**src/include/eeprom_bulk_pkg.sv**
```systemverilog
// Shared constants for the serial EEPROM bulk erase/write link.
// Assumes byte organisation and a 125 MHz system clock on both ends.
package eeprom_bulk_pkg;
  localparam int SYS_PERIOD_NS = 8;
  localparam int OP_W = 2;
  localparam int ADDR_W = 9;
  localparam int DATA_W = 8;
  // Bits after the start bit: opcode plus address field
  localparam int CMD_BITS = OP_W + ADDR_W;
  localparam int WR_ALL_BITS = CMD_BITS + DATA_W;
  localparam int FRAME_W = 1 + WR_ALL_BITS;
  localparam int OP_LSB = ADDR_W;
  localparam int SUB_LSB = ADDR_W - 2;
  localparam logic [1:0] OP_SPECIAL = 2'h0;
  localparam logic [1:0] SUB_WR_DISABLE = 2'h0;
  localparam logic [1:0] SUB_WR_ALL = 2'h1;
  localparam logic [1:0] SUB_ER_ALL = 2'h2;
  localparam logic [1:0] SUB_WR_ENABLE = 2'h3;
  localparam logic [7:0] ERASED_BYTE = 8'hFF;
  localparam int MEM_DEPTH = 256;
  // Serial clock half period made by the host divider
  localparam int SCLK_HALF_NS = 250;
  localparam int SCLK_HALF_CYC = (SCLK_HALF_NS + SYS_PERIOD_NS - 1) / SYS_PERIOD_NS;
  // Least deselect time, rounded up
  localparam int CSMIN_NS = 250;
  localparam int CSMIN_CYC = (CSMIN_NS + SYS_PERIOD_NS - 1) / SYS_PERIOD_NS;
  // Self-timed bulk cycle length
  localparam int PROG_NS = 4000;
  localparam int PROG_CYC = PROG_NS / SYS_PERIOD_NS;
  // Host wait after reselect; covers both ends' synchronisers and the pin register
  localparam int POLL_LAT_CYC = 8;
  typedef enum logic [1:0] {BULK_ENABLE, BULK_DISABLE, BULK_ERASE_ALL, BULK_WRITE_ALL} bulk_cmd_t;
endpackage

```
**src/include/bulk_link_if.sv**
```systemverilog
// Four-wire serial link between host and EEPROM device.
// Data out is undriven unless enabled; an undriven line reads high (pull-up).
`timescale 1ns/10ps
`default_nettype none
interface bulk_link_if;
  logic cs;
  logic sclk;
  logic serial_data_in;
  logic do_val;
  logic do_oe;
  logic do_line;
  // Resolved pin level, pulled up when nobody drives
  assign do_line = do_oe ? do_val : 1'b1;
  modport device (input cs, input sclk, input serial_data_in, output do_val, output do_oe);
  modport host (output cs, output sclk, output serial_data_in, input do_line);
endinterface
`default_nettype wire

```
**src/core/bulk_eeprom_device.sv**
```systemverilog
// EEPROM device end: instruction receiver, bulk self-timed cycle, status out.
// Assumes link pins are asynchronous to i_sys_clk and a host on the far end.
//
// Overview of operation
// Host holds select low least deselect time
// Select fall after erase-all starts clearing
// Erased locations all read as ones
// Host deselects after write-all data word
// Select fall after write-all fills array
// Write-all needs no prior erase
// Bulk cycle runs without serial clock
// Host polls data out while selected
// Data out low busy, high ready
// Start 1, opcode 00, subcode selects bulk
// Bulk refused until write enable accepted
`timescale 1ns/10ps
`default_nettype none
module bulk_eeprom_device #(
  parameter int DEPTH = eeprom_bulk_pkg::MEM_DEPTH,
  parameter int PROG_CYCLES = eeprom_bulk_pkg::PROG_CYC
) (
  input wire logic i_sys_clk,
  input wire logic i_rst,
  bulk_link_if.device link,
  input wire logic [eeprom_bulk_pkg::ADDR_W-1:0] i_peek_addr,
  output logic [eeprom_bulk_pkg::DATA_W-1:0] o_peek_data,
  output logic o_busy,
  output logic o_write_en
);
  import eeprom_bulk_pkg::*;

  localparam int IDX_W = $clog2(DEPTH);
  localparam int PCW = $clog2(PROG_CYCLES + 1);
  localparam int CNT_W = $clog2(WR_ALL_BITS + 1);

  typedef enum logic [1:0] {RX_IDLE, RX_SHIFT, RX_HOLD} rx_t;
  typedef enum logic [1:0] {ARM_NONE, ARM_ERASE, ARM_WRITE} arm_t;

  logic [2:0] meta_q;
  logic [2:0] sync_q;
  logic sclk_prev_q;
  logic cs_prev_q;
  rx_t rx_q;
  arm_t arm_q;
  logic [CNT_W-1:0] cnt_q;
  logic [WR_ALL_BITS-1:0] sr_q;
  logic [DATA_W-1:0] data_q;
  logic wen_q;
  logic busy_q;
  logic stat_q;
  logic [PCW-1:0] pcnt_q;
  logic [DATA_W-1:0] fill_q;
  logic do_val_q;
  logic do_oe_q;
  logic [DATA_W-1:0] mem [DEPTH];

  //////////////////////////////////////////////////////////////////////////
  // Pin synchronisers; only the second stage is read
  always_ff @(posedge i_sys_clk or posedge i_rst)
  begin
    if (i_rst)
    begin
      meta_q <= 3'h0;
      sync_q <= 3'h0;
      sclk_prev_q <= 1'b0;
      cs_prev_q <= 1'b0;
    end
    else
    begin
      meta_q <= {link.cs, link.sclk, link.serial_data_in};
      sync_q <= meta_q;
      sclk_prev_q <= sync_q[1];
      cs_prev_q <= sync_q[2];
    end
  end

  logic cs_s;
  logic data_in_s;
  logic sclk_rise;
  logic cs_fall;
  assign cs_s = sync_q[2];
  assign data_in_s = sync_q[0];
  assign sclk_rise = sync_q[1] & ~sclk_prev_q;
  assign cs_fall = cs_prev_q & ~cs_s;

  // Bit taken on a serial clock rise while selected and idle
  logic take;
  logic [WR_ALL_BITS-1:0] nxt_sr;
  logic [1:0] op_n;
  logic [1:0] sub_n;
  logic at_cmd;
  logic at_data;
  assign take = cs_s & sclk_rise & ~busy_q;
  assign nxt_sr = {sr_q[WR_ALL_BITS-2:0], data_in_s};
  assign op_n = nxt_sr[OP_LSB +: OP_W];
  assign sub_n = nxt_sr[SUB_LSB +: 2];
  assign at_cmd = take && rx_q == RX_SHIFT && cnt_q == CNT_W'(CMD_BITS - 1);
  assign at_data = take && rx_q == RX_SHIFT && cnt_q == CNT_W'(WR_ALL_BITS - 1);

  //////////////////////////////////////////////////////////////////////////
  // Instruction receiver; deselect aborts a partial frame
  always_ff @(posedge i_sys_clk or posedge i_rst)
  begin
    if (i_rst)
    begin
      rx_q <= RX_IDLE;
      cnt_q <= '0;
      sr_q <= '0;
    end
    else if (!cs_s)
    begin
      rx_q <= RX_IDLE;
      cnt_q <= '0;
    end
    else if (take)
    begin
      case (rx_q)
        RX_IDLE:
        begin
          if (data_in_s)
            rx_q <= RX_SHIFT;
          cnt_q <= '0;
        end
        RX_SHIFT:
        begin
          sr_q <= nxt_sr;
          cnt_q <= cnt_q + CNT_W'(1);
          // Only write-all carries a data field
          if (at_cmd && !(op_n == OP_SPECIAL && sub_n == SUB_WR_ALL))
            rx_q <= RX_HOLD;
          else if (at_data)
            rx_q <= RX_HOLD;
        end
        RX_HOLD: rx_q <= RX_HOLD;
        default: rx_q <= RX_IDLE;
      endcase
    end
  end

  //////////////////////////////////////////////////////////////////////////
  // Armed bulk operation, waiting for the select fall
  always_ff @(posedge i_sys_clk or posedge i_rst)
  begin
    if (i_rst)
    begin
      arm_q <= ARM_NONE;
      data_q <= '0;
    end
    else if (!cs_s)
      arm_q <= ARM_NONE;
    else if (at_cmd && op_n == OP_SPECIAL && sub_n == SUB_ER_ALL)
      arm_q <= ARM_ERASE;
    else if (at_data)
    begin
      arm_q <= ARM_WRITE;
      data_q <= nxt_sr[DATA_W-1:0];
    end
  end

  //////////////////////////////////////////////////////////////////////////
  // Write enable latch; disabled after reset
  always_ff @(posedge i_sys_clk or posedge i_rst)
  begin
    if (i_rst)
      wen_q <= 1'b0;
    else if (at_cmd && op_n == OP_SPECIAL && sub_n == SUB_WR_ENABLE)
      wen_q <= 1'b1;
    else if (at_cmd && op_n == OP_SPECIAL && sub_n == SUB_WR_DISABLE)
      wen_q <= 1'b0;
  end

  logic start;
  assign start = cs_fall & (arm_q != ARM_NONE) & wen_q & ~busy_q;

  //////////////////////////////////////////////////////////////////////////
  // Self-timed cycle, paced by the system clock alone
  always_ff @(posedge i_sys_clk or posedge i_rst)
  begin
    if (i_rst)
    begin
      busy_q <= 1'b0;
      pcnt_q <= '0;
      fill_q <= '0;
    end
    else if (start)
    begin
      busy_q <= 1'b1;
      pcnt_q <= '0;
      fill_q <= (arm_q == ARM_ERASE) ? ERASED_BYTE : data_q;
    end
    else if (busy_q)
    begin
      pcnt_q <= pcnt_q + PCW'(1);
      if (pcnt_q == PCW'(PROG_CYCLES - 1))
        busy_q <= 1'b0;
    end
  end

  // Array walk; each location overwritten outright, no erase needed
  always_ff @(posedge i_sys_clk)
  begin
    if (busy_q && pcnt_q < PCW'(DEPTH))
      mem[pcnt_q[IDX_W-1:0]] <= fill_q;
  end

  // Side read port for inspection of the array
  always_ff @(posedge i_sys_clk or posedge i_rst)
  begin
    if (i_rst)
      o_peek_data <= '0;
    else
      o_peek_data <= mem[i_peek_addr[IDX_W-1:0]];
  end

  //////////////////////////////////////////////////////////////////////////
  // Status shown from cycle start until a dummy one is shifted in
  always_ff @(posedge i_sys_clk or posedge i_rst)
  begin
    if (i_rst)
      stat_q <= 1'b0;
    else if (start)
      stat_q <= 1'b1;
    else if (take && data_in_s)
      stat_q <= 1'b0;
  end

  // Registered pin drive; lags the synchronised select by one cycle
  always_ff @(posedge i_sys_clk or posedge i_rst)
  begin
    if (i_rst)
    begin
      do_oe_q <= 1'b0;
      do_val_q <= 1'b0;
    end
    else
    begin
      do_oe_q <= cs_s & stat_q;
      do_val_q <= ~busy_q;
    end
  end

  assign link.do_oe = do_oe_q;
  assign link.do_val = do_val_q;
  assign o_busy = busy_q;
  assign o_write_en = wen_q;
endmodule // bulk_eeprom_device
`default_nettype wire

```
**src/flat_wrapper.sv**
```systemverilog
// flat-port wrapper written by rule: the top's interface ports become plain ports
module bulk_eeprom_device_flat import eeprom_bulk_pkg::*;
#(
  parameter int DEPTH = eeprom_bulk_pkg::MEM_DEPTH,
  parameter int PROG_CYCLES = eeprom_bulk_pkg::PROG_CYC
)
  (i_sys_clk, i_rst, i_peek_addr, o_peek_data, o_busy, o_write_en, link_cs, link_sclk, link_serial_data_in, link_do_val, link_do_oe);
  bulk_link_if link_i ();
  input wire logic i_sys_clk;
  input wire logic i_rst;
  input wire logic [eeprom_bulk_pkg::ADDR_W-1:0] i_peek_addr;
  output logic [eeprom_bulk_pkg::DATA_W-1:0] o_peek_data;
  output logic o_busy;
  output logic o_write_en;
  input wire logic [$bits(link_i.cs)-1:0] link_cs;
  input wire logic [$bits(link_i.sclk)-1:0] link_sclk;
  input wire logic [$bits(link_i.serial_data_in)-1:0] link_serial_data_in;
  output wire logic [$bits(link_i.do_val)-1:0] link_do_val;
  output wire logic [$bits(link_i.do_oe)-1:0] link_do_oe;
  assign link_i.cs = link_cs;
  assign link_i.sclk = link_sclk;
  assign link_i.serial_data_in = link_serial_data_in;
  assign link_do_val = link_i.do_val;
  assign link_do_oe = link_i.do_oe;
  bulk_eeprom_device #(.DEPTH(DEPTH), .PROG_CYCLES(PROG_CYCLES)) u_core (.i_sys_clk(i_sys_clk), .i_rst(i_rst), .link(link_i), .i_peek_addr(i_peek_addr), .o_peek_data(o_peek_data), .o_busy(o_busy), .o_write_en(o_write_en));
endmodule
```
**config.mk**
```make
export PLATFORM = sky130hd
export DESIGN_NAME = bulk_eeprom_device_flat
export DESIGN_NICKNAME = d
export VERILOG_FILES = /design/src/include/eeprom_bulk_pkg.sv /design/src/include/bulk_link_if.sv /design/src/core/bulk_eeprom_device.sv /design/src/flat_wrapper.sv
export SDC_FILE = /design/constraint.sdc
export NUM_CORES = 2
export LEC_CHECK = 0
export ABC_AREA = 1
export ABC_CLOCK_PERIOD_IN_PS = 11000
export BUFFER_PORTS_ARGS = -buffer_cell sky130_fd_sc_hd__buf_2
export CORE_MARGIN = 2
export CORE_UTILIZATION = 60
export DETAILED_ROUTE_END_ITERATION = 6
export PLACE_DENSITY = 0.74
export SETUP_SLACK_MARGIN = 0.4
export SLEW_MARGIN = 30
export SYNTH_ARGS = -nofsm -noshare
export SYNTH_HDL_FRONTEND = slang
export SYNTH_SLANG_ARGS = --single-unit
```
**constraint.sdc**
```tcl
create_clock -name i_sys_clk -period 11 [get_ports i_sys_clk]
set_clock_uncertainty 0.2 [all_clocks]
set_input_delay 0.55 -clock i_sys_clk [delete_from_list [all_inputs] [get_ports i_sys_clk]]
set_output_delay 0.55 -clock i_sys_clk [all_outputs]
set_load 0.02 [all_outputs]
```
# Yosys cells after proc, flatten, opt, wreduce, memory -nomap -nowiden

Memories as Yosys holds them, arrays and structs flattened. A register that Yosys moved wholly into a read port is not among the register bits.
Index checks and enable logic that the tools add are counted.

Div/mod/pow operators: 0
Bitwise operators: 12
$lt $le $gt $ge: 1
Equal/unequal tests: 14
Muxes and demuxes: 23
Multiply operators: 0
Add/sub/neg operators: 2
Shift-type cells: 0
Reductions and logical operators: 23

Operators by type and width:

| cell                                          | number |
|---|---|
| 2-to-1 mux 9 bit                              | 2 |
| 2-to-1 mux 2 bit                              | 7 |
| logical AND 1 bit                             | 11 |
| 2-to-1 mux 5 bit                              | 2 |
| one-hot mux 5 bit (2 select lines)            | 1 |
| adder 9 x 1 -> 9 bit, second input constant   | 1 |
| == test 9 bit, second input constant          | 1 |
| < comparator 9 bit, second input constant     | 1 |
| 2-to-1 mux 1 bit                              | 9 |
| != test 3 bit, second input constant          | 3 |
| AND reduction 3 bit                           | 3 |
| bitwise AND 1 bit                             | 8 |
| 2-to-1 mux 8 bit                              | 1 |
| nonzero test 2 bit                            | 4 |
| == test 2 x 1 -> 1 bit, second input constant | 3 |
| == test 2 bit, second input constant          | 3 |
| logical NOT 2 bit                             | 3 |
| one-hot mux 2 bit (3 select lines)            | 1 |
| adder 5 x 1 -> 5 bit, second input constant   | 1 |
| == test 5 x 4 -> 1 bit, second input constant | 1 |
| == test 5 bit, second input constant          | 1 |
| != test 4 bit, second input constant          | 1 |
| NOT 1 bit                                     | 4 |
| != test 2 bit, second input constant          | 1 |
| 2 further kinds                               | 2 |

Bits of input ports: 14
RAM bits: 2,048
Output and inout port bits: 12
Latch bits: 0
Memory bits (read-only): 0
Bits in registers: 57
Memories: 1
Logic and storage cells: 92

Memory list:

| memory     | depth | bits a word | rd ports | clocked after Yosys merged registers in | wr ports | line                     | source |
|---|---|---|---|---|---|---|---|
| u_core.mem | 256   | 8           | 1        | 1                                       | 1        | bulk_eeprom_device.sv:55 | `logic [DATA_W-1:0] mem [DEPTH];` |

# Longest topological paths before layout

Depth after elaboration: 11
Depth in mapped cells: 15
Mapped depth without buffers: 11

# Worst setup path after synthesis

No wires, ideal clock.

Path type: reg-to-reg
Start point: register u_core.fill_q[0]
End point: memory u_core.mem[0][0] (data pin)
Setup time: 0.804 ns
Arrival: 3.183 ns
Path buffers: 0
Stages on the path, launching flop included: 1
Period minus slack after synthesis: 4.187 ns
Required time: 9.996 ns
Slack: 6.813 ns
Cell sequence: dfrtp_1

RTL lines:

| element                | line                      | source |
|---|---|---|
| from (decl)            | bulk_eeprom_device.sv:52  | `logic [DATA_W-1:0] fill_q;` |
| from (signal assigned) | bulk_eeprom_device.sv:189 | `fill_q <= (arm_q == ARM_ERASE) ? ERASED_BYTE : data_q;` |
| to (decl)              | bulk_eeprom_device.sv:55  |  |

Straight into the memory's write port.

==> flow_summary.yaml <==
status:
  status: "complete, no violations"
min_path:
  hold_end: "u_core.sync_q[1]$_DFF_PP0_"
  hold_path.startpoint: "u_core.meta_q[1]$_DFF_PP0_"
  hold_class: "flop to flop"
  holdPathStages: 0
power_and_ir_drop:
  p_total_mw: 16.5
  pwr_density_cell_nw_per_um2: 177
  power_leakage_nw: 31.4
  irDropWorstVdd_mv: 0.208
setup_path:
  cp_data_required_time_ns: 11.55
  arrival_ns: 4.93
  crit_chain: "buf_8 > buf_4 > buf_4 > buf_12 > buf_16 > nand2_1 > nand3_1 > nand3_1 > nand3_1 > nand3_1 > nand3_1 > nand3_1 > nand2_1 > nand2_1 > nand2_1"
  crit_type: "primary input to flop"
  critPathMaxFanout: 121
  endpoint_kind: "flop"
  reg2reg_slack_ns: 6.89
  regToRegEndpoint: "u_core.mem[45][5]$_DFFE_PP_"
  slowest_delay_ns: 0.72
  slowest_stage: "buf_4"
  crit_path_frequent_cell: "nand3_1"
  worst_setup_path_start_kind: "primary input"
  reg2regPathDepth: 5
  rr_startpoint: "u_core.o_busy$_DFF_PP0_"
global_routing:
  grt-ovfl-total: 0
  grt_pass1_vias: 53300
  grt_pass1_wl_um: 323000
  grt_max_degree: 287
  grtUsageTotal_pct: 29.2
  grt_antenna_before_repair: 8
yosys:
  synthCells: 7210
  synth_seq_cells: 2113
  ys_seq_area_share_pct: 73.6
  ys_types: 27
  syn-num-nets: 7233
  syn_area_per_cell_um2: 11.9
  syn-cell-area_um2: 85700
  yosys_warnings: 0
routing:
  via_count: 55900
  highest_layer: "met5"
  ant_nets: 0
  m1WireLength_um: 81900
  wl_um: 215000
  wl_met2_um: 101000
  drt_iter0_markers: 7696
  drc_errors: 0
  drt-pass1-iter-count: 6
  viasPerCell: 6.14
  dr_wl_met3_um: 22500
  wl_per_cell_um: 23.6
layout:
  n_antenna_cell: 0
  layout.nets: 7063
  fillCellCount: 10100
  syn_to_final_growth_pct: 8.82
  drive_above_1_share_pct: 5.77
place:
  gp_congestion: 0.897
  io_buffers: 24
  hpwl_um: 117000
clock_tree:
  cts.sinks: 2113
  cts_resized: 0
  cts_tree: "yes"
  clk_pin_slew_ns: 0.06
  cts_hold_buf: 5
  cts_buffers: 203
  clk_path_buf_depth: 3
  htree_levels: 4
  clk_latency_ns: 0.83
  root_buffer: "clkbuf_16"
  cts_setup_buffers: 0
timing:
  finalWorstPathRequiredPeriod_ns: 4.38
  worstMarginPinSlew_ns: 1.07
  setup_viol: 0
  final.period_utilization_pct: 39.8
  tns_ns: 0
  slew_violations: 0
  rsz0062_at_grt: "no"
  max_slew_margin_pct: 28.4
  fmax_ghz: 0.228
  hold_viol: 0
die:
  io_pins: 26
  coreArea_um2: 142000
  die_y_um: 382
  start_util_pct: 60.5
  die_w_um: 382
  rows: 138
  dieArea_um2: 146000
flow_run:
  maxCapViolCount: 0
==> final cells by class <==
cell class                 instances  area [um2]  share of cell area (%)
clock buffer                     268        5590                    5.99
multi-input combinational       4554       19900                    21.4
tap                             1890        2360                    2.53
inverter                          54         246                   0.264
timing repair buffer             114        1040                    1.11
clock inverter                   106         987                    1.06
sequential                      2113       63200                    67.7
==> state kept, by name, summed over array words and instances, names as in the netlist <==
name and count:
u_core.cs_prev_q 1, u_core.pcnt_q 9, u_core.stat_q 1, u_core.link.do_oe 1
u_core.rx_q 2, u_core.data_q 8, u_core.sr_q 10, u_core.arm_q 2
u_core.link.do_val 1, u_core.fill_q 8, u_core.o_write_en 1, u_core.meta_q 3
u_core.sync_q 3, u_core.cnt_q 5, u_core.o_peek_data 8, u_core.sclk_prev_q 1
u_core.mem 2048, u_core.o_busy 1
==> placed cells by master, fill, tap and decap left out, types with 4 or more instances in the layout <==
master	n
a21oi_1	5
buf_12	6
buf_16	4
buf_2	20
buf_4	65
buf_6	11
bufinv_16	18
clkbuf_1	51
clkbuf_16	214
clkinv_1	47
clkinv_2	30
clkinvlp_4	5
dfrtp_1	57
dfrtp_4	8
dlygate4sd3_1	5
edfxtp_1	2048
ha_1	9
inv_1	48
nand2_1	2161
nand3_1	2024
nand3_2	10
nand4_1	5
nor2_1	281
nor3_1	4
o21ai_0	39
==> cell families after synthesis <==
logic type / Yosys count / share of synthesized area (%)
AND/OR/NAND/NOR: 4492 / 22.7
flip-flops: 2113 / 73.6
buffers and inverters: 543 / 3.23
AO/OA/AOI/OAI: 51 / 0.324
adder cells (fa/ha/maj): 9 / 0.131
XOR/XNOR: 2 / 0.0204
==> worst max-delay path by stage <==
stage                                       startpoint                               to  slack (ns)
after floorplan           u_core.fill_q[0]$_DFFE_PP0P_       u_core.mem[0][0]$_DFFE_PP_        6.81
after global placement                  i_peek_addr[0]  u_core.o_peek_data[2]$_DFF_PP0_        5.74
after detailed placement                i_peek_addr[0]  u_core.o_peek_data[2]$_DFF_PP0_        5.69
after CTS                               i_peek_addr[0]  u_core.o_peek_data[3]$_DFF_PP0_        6.54
after global routing                    i_peek_addr[0]  u_core.o_peek_data[1]$_DFF_PP0_        6.40
final                                   i_peek_addr[0]  u_core.o_peek_data[1]$_DFF_PP0_        6.62
==> per-layer routing <==
| layer | up-vias | GRT usage, % |
|---|---|---|
| li1 | 25200 | - |
| met1 | 27200 | 40.6 |
| met2 | 2953 | 45.6 |
| met3 | 527 | 5.93 |
| met4 | 10 | 12.3 |
| met5 | - | 0 |
==> power breakdown <==
group / total (mW) / internal (mW) / switching, mW
sequential: 8.72 / 8.70 / 0.0144
clock: 6.92 / 3.98 / 2.94
combinational: 0.843 / 0.234 / 0.609
==> cells in the mapped netlist <==
| cell type | instances | share of area, % |
|---|---|---|
| o21ai_0 | 39 | 0.23 |
| a2bb2oi_2 | 1 | 0.018 |
| a41oi_1 | 1 | 0.010 |
| inv_2 | 2 | 0.0088 |
| o22ai_1 | 3 | 0.022 |
| inv_4 | 1 | 0.0073 |
| ha_1 | 9 | 0.13 |
| buf_4 | 75 | 0.66 |
| nand4_1 | 5 | 0.036 |
| a31oi_1 | 1 | 0.0073 |
| a22o_1 | 1 | 0.010 |
| nor2_2 | 2 | 0.015 |
| nor2_1 | 282 | 1.2 |
| or2_2 | 1 | 0.0073 |
| xor2_1 | 2 | 0.020 |
| nand2_1 | 2161 | 9.5 |
| nor4_1 | 1 | 0.0073 |
| buf_6 | 16 | 0.21 |
| nor3_1 | 4 | 0.023 |
| buf_2 | 263 | 1.5 |
| dfrtp_1 | 65 | 1.9 |
| clkbuf_1 | 107 | 0.47 |
| buf_1 | 28 | 0.12 |
| inv_1 | 51 | 0.22 |
| a21oi_1 | 5 | 0.029 |
| edfxtp_1 | 2048 | 72 |
| nand3_1 | 2036 | 12 |
==> stage by stage <==
stage / util (%) / hold slack, ns / worst slack (ns) / area (um2) / instances
3_5_place_dp: 61.0 / 0.135 / 5.69 / 86500 / 8714
6_report: 65.8 / 0.125 / 6.62 / 93300 / 9099
5_1_grt: 65.8 / 0.149 / 6.40 / 93300 / 9099
3_3_place_gp: 61.0 / 0.138 / 5.74 / 86400 / 8712
2_1_floorplan: - / 0.131 / 6.81 / 85700 / 7210
4_1_cts: 65.7 / 0.134 / 6.54 / 93100 / 9093
==> worst max-delay path: cells and delay by family <==
family	cells	cell delay, ns
buf+inv	5	2.71
simple gates	10	1.38
(Power assumes the default switching activity.)
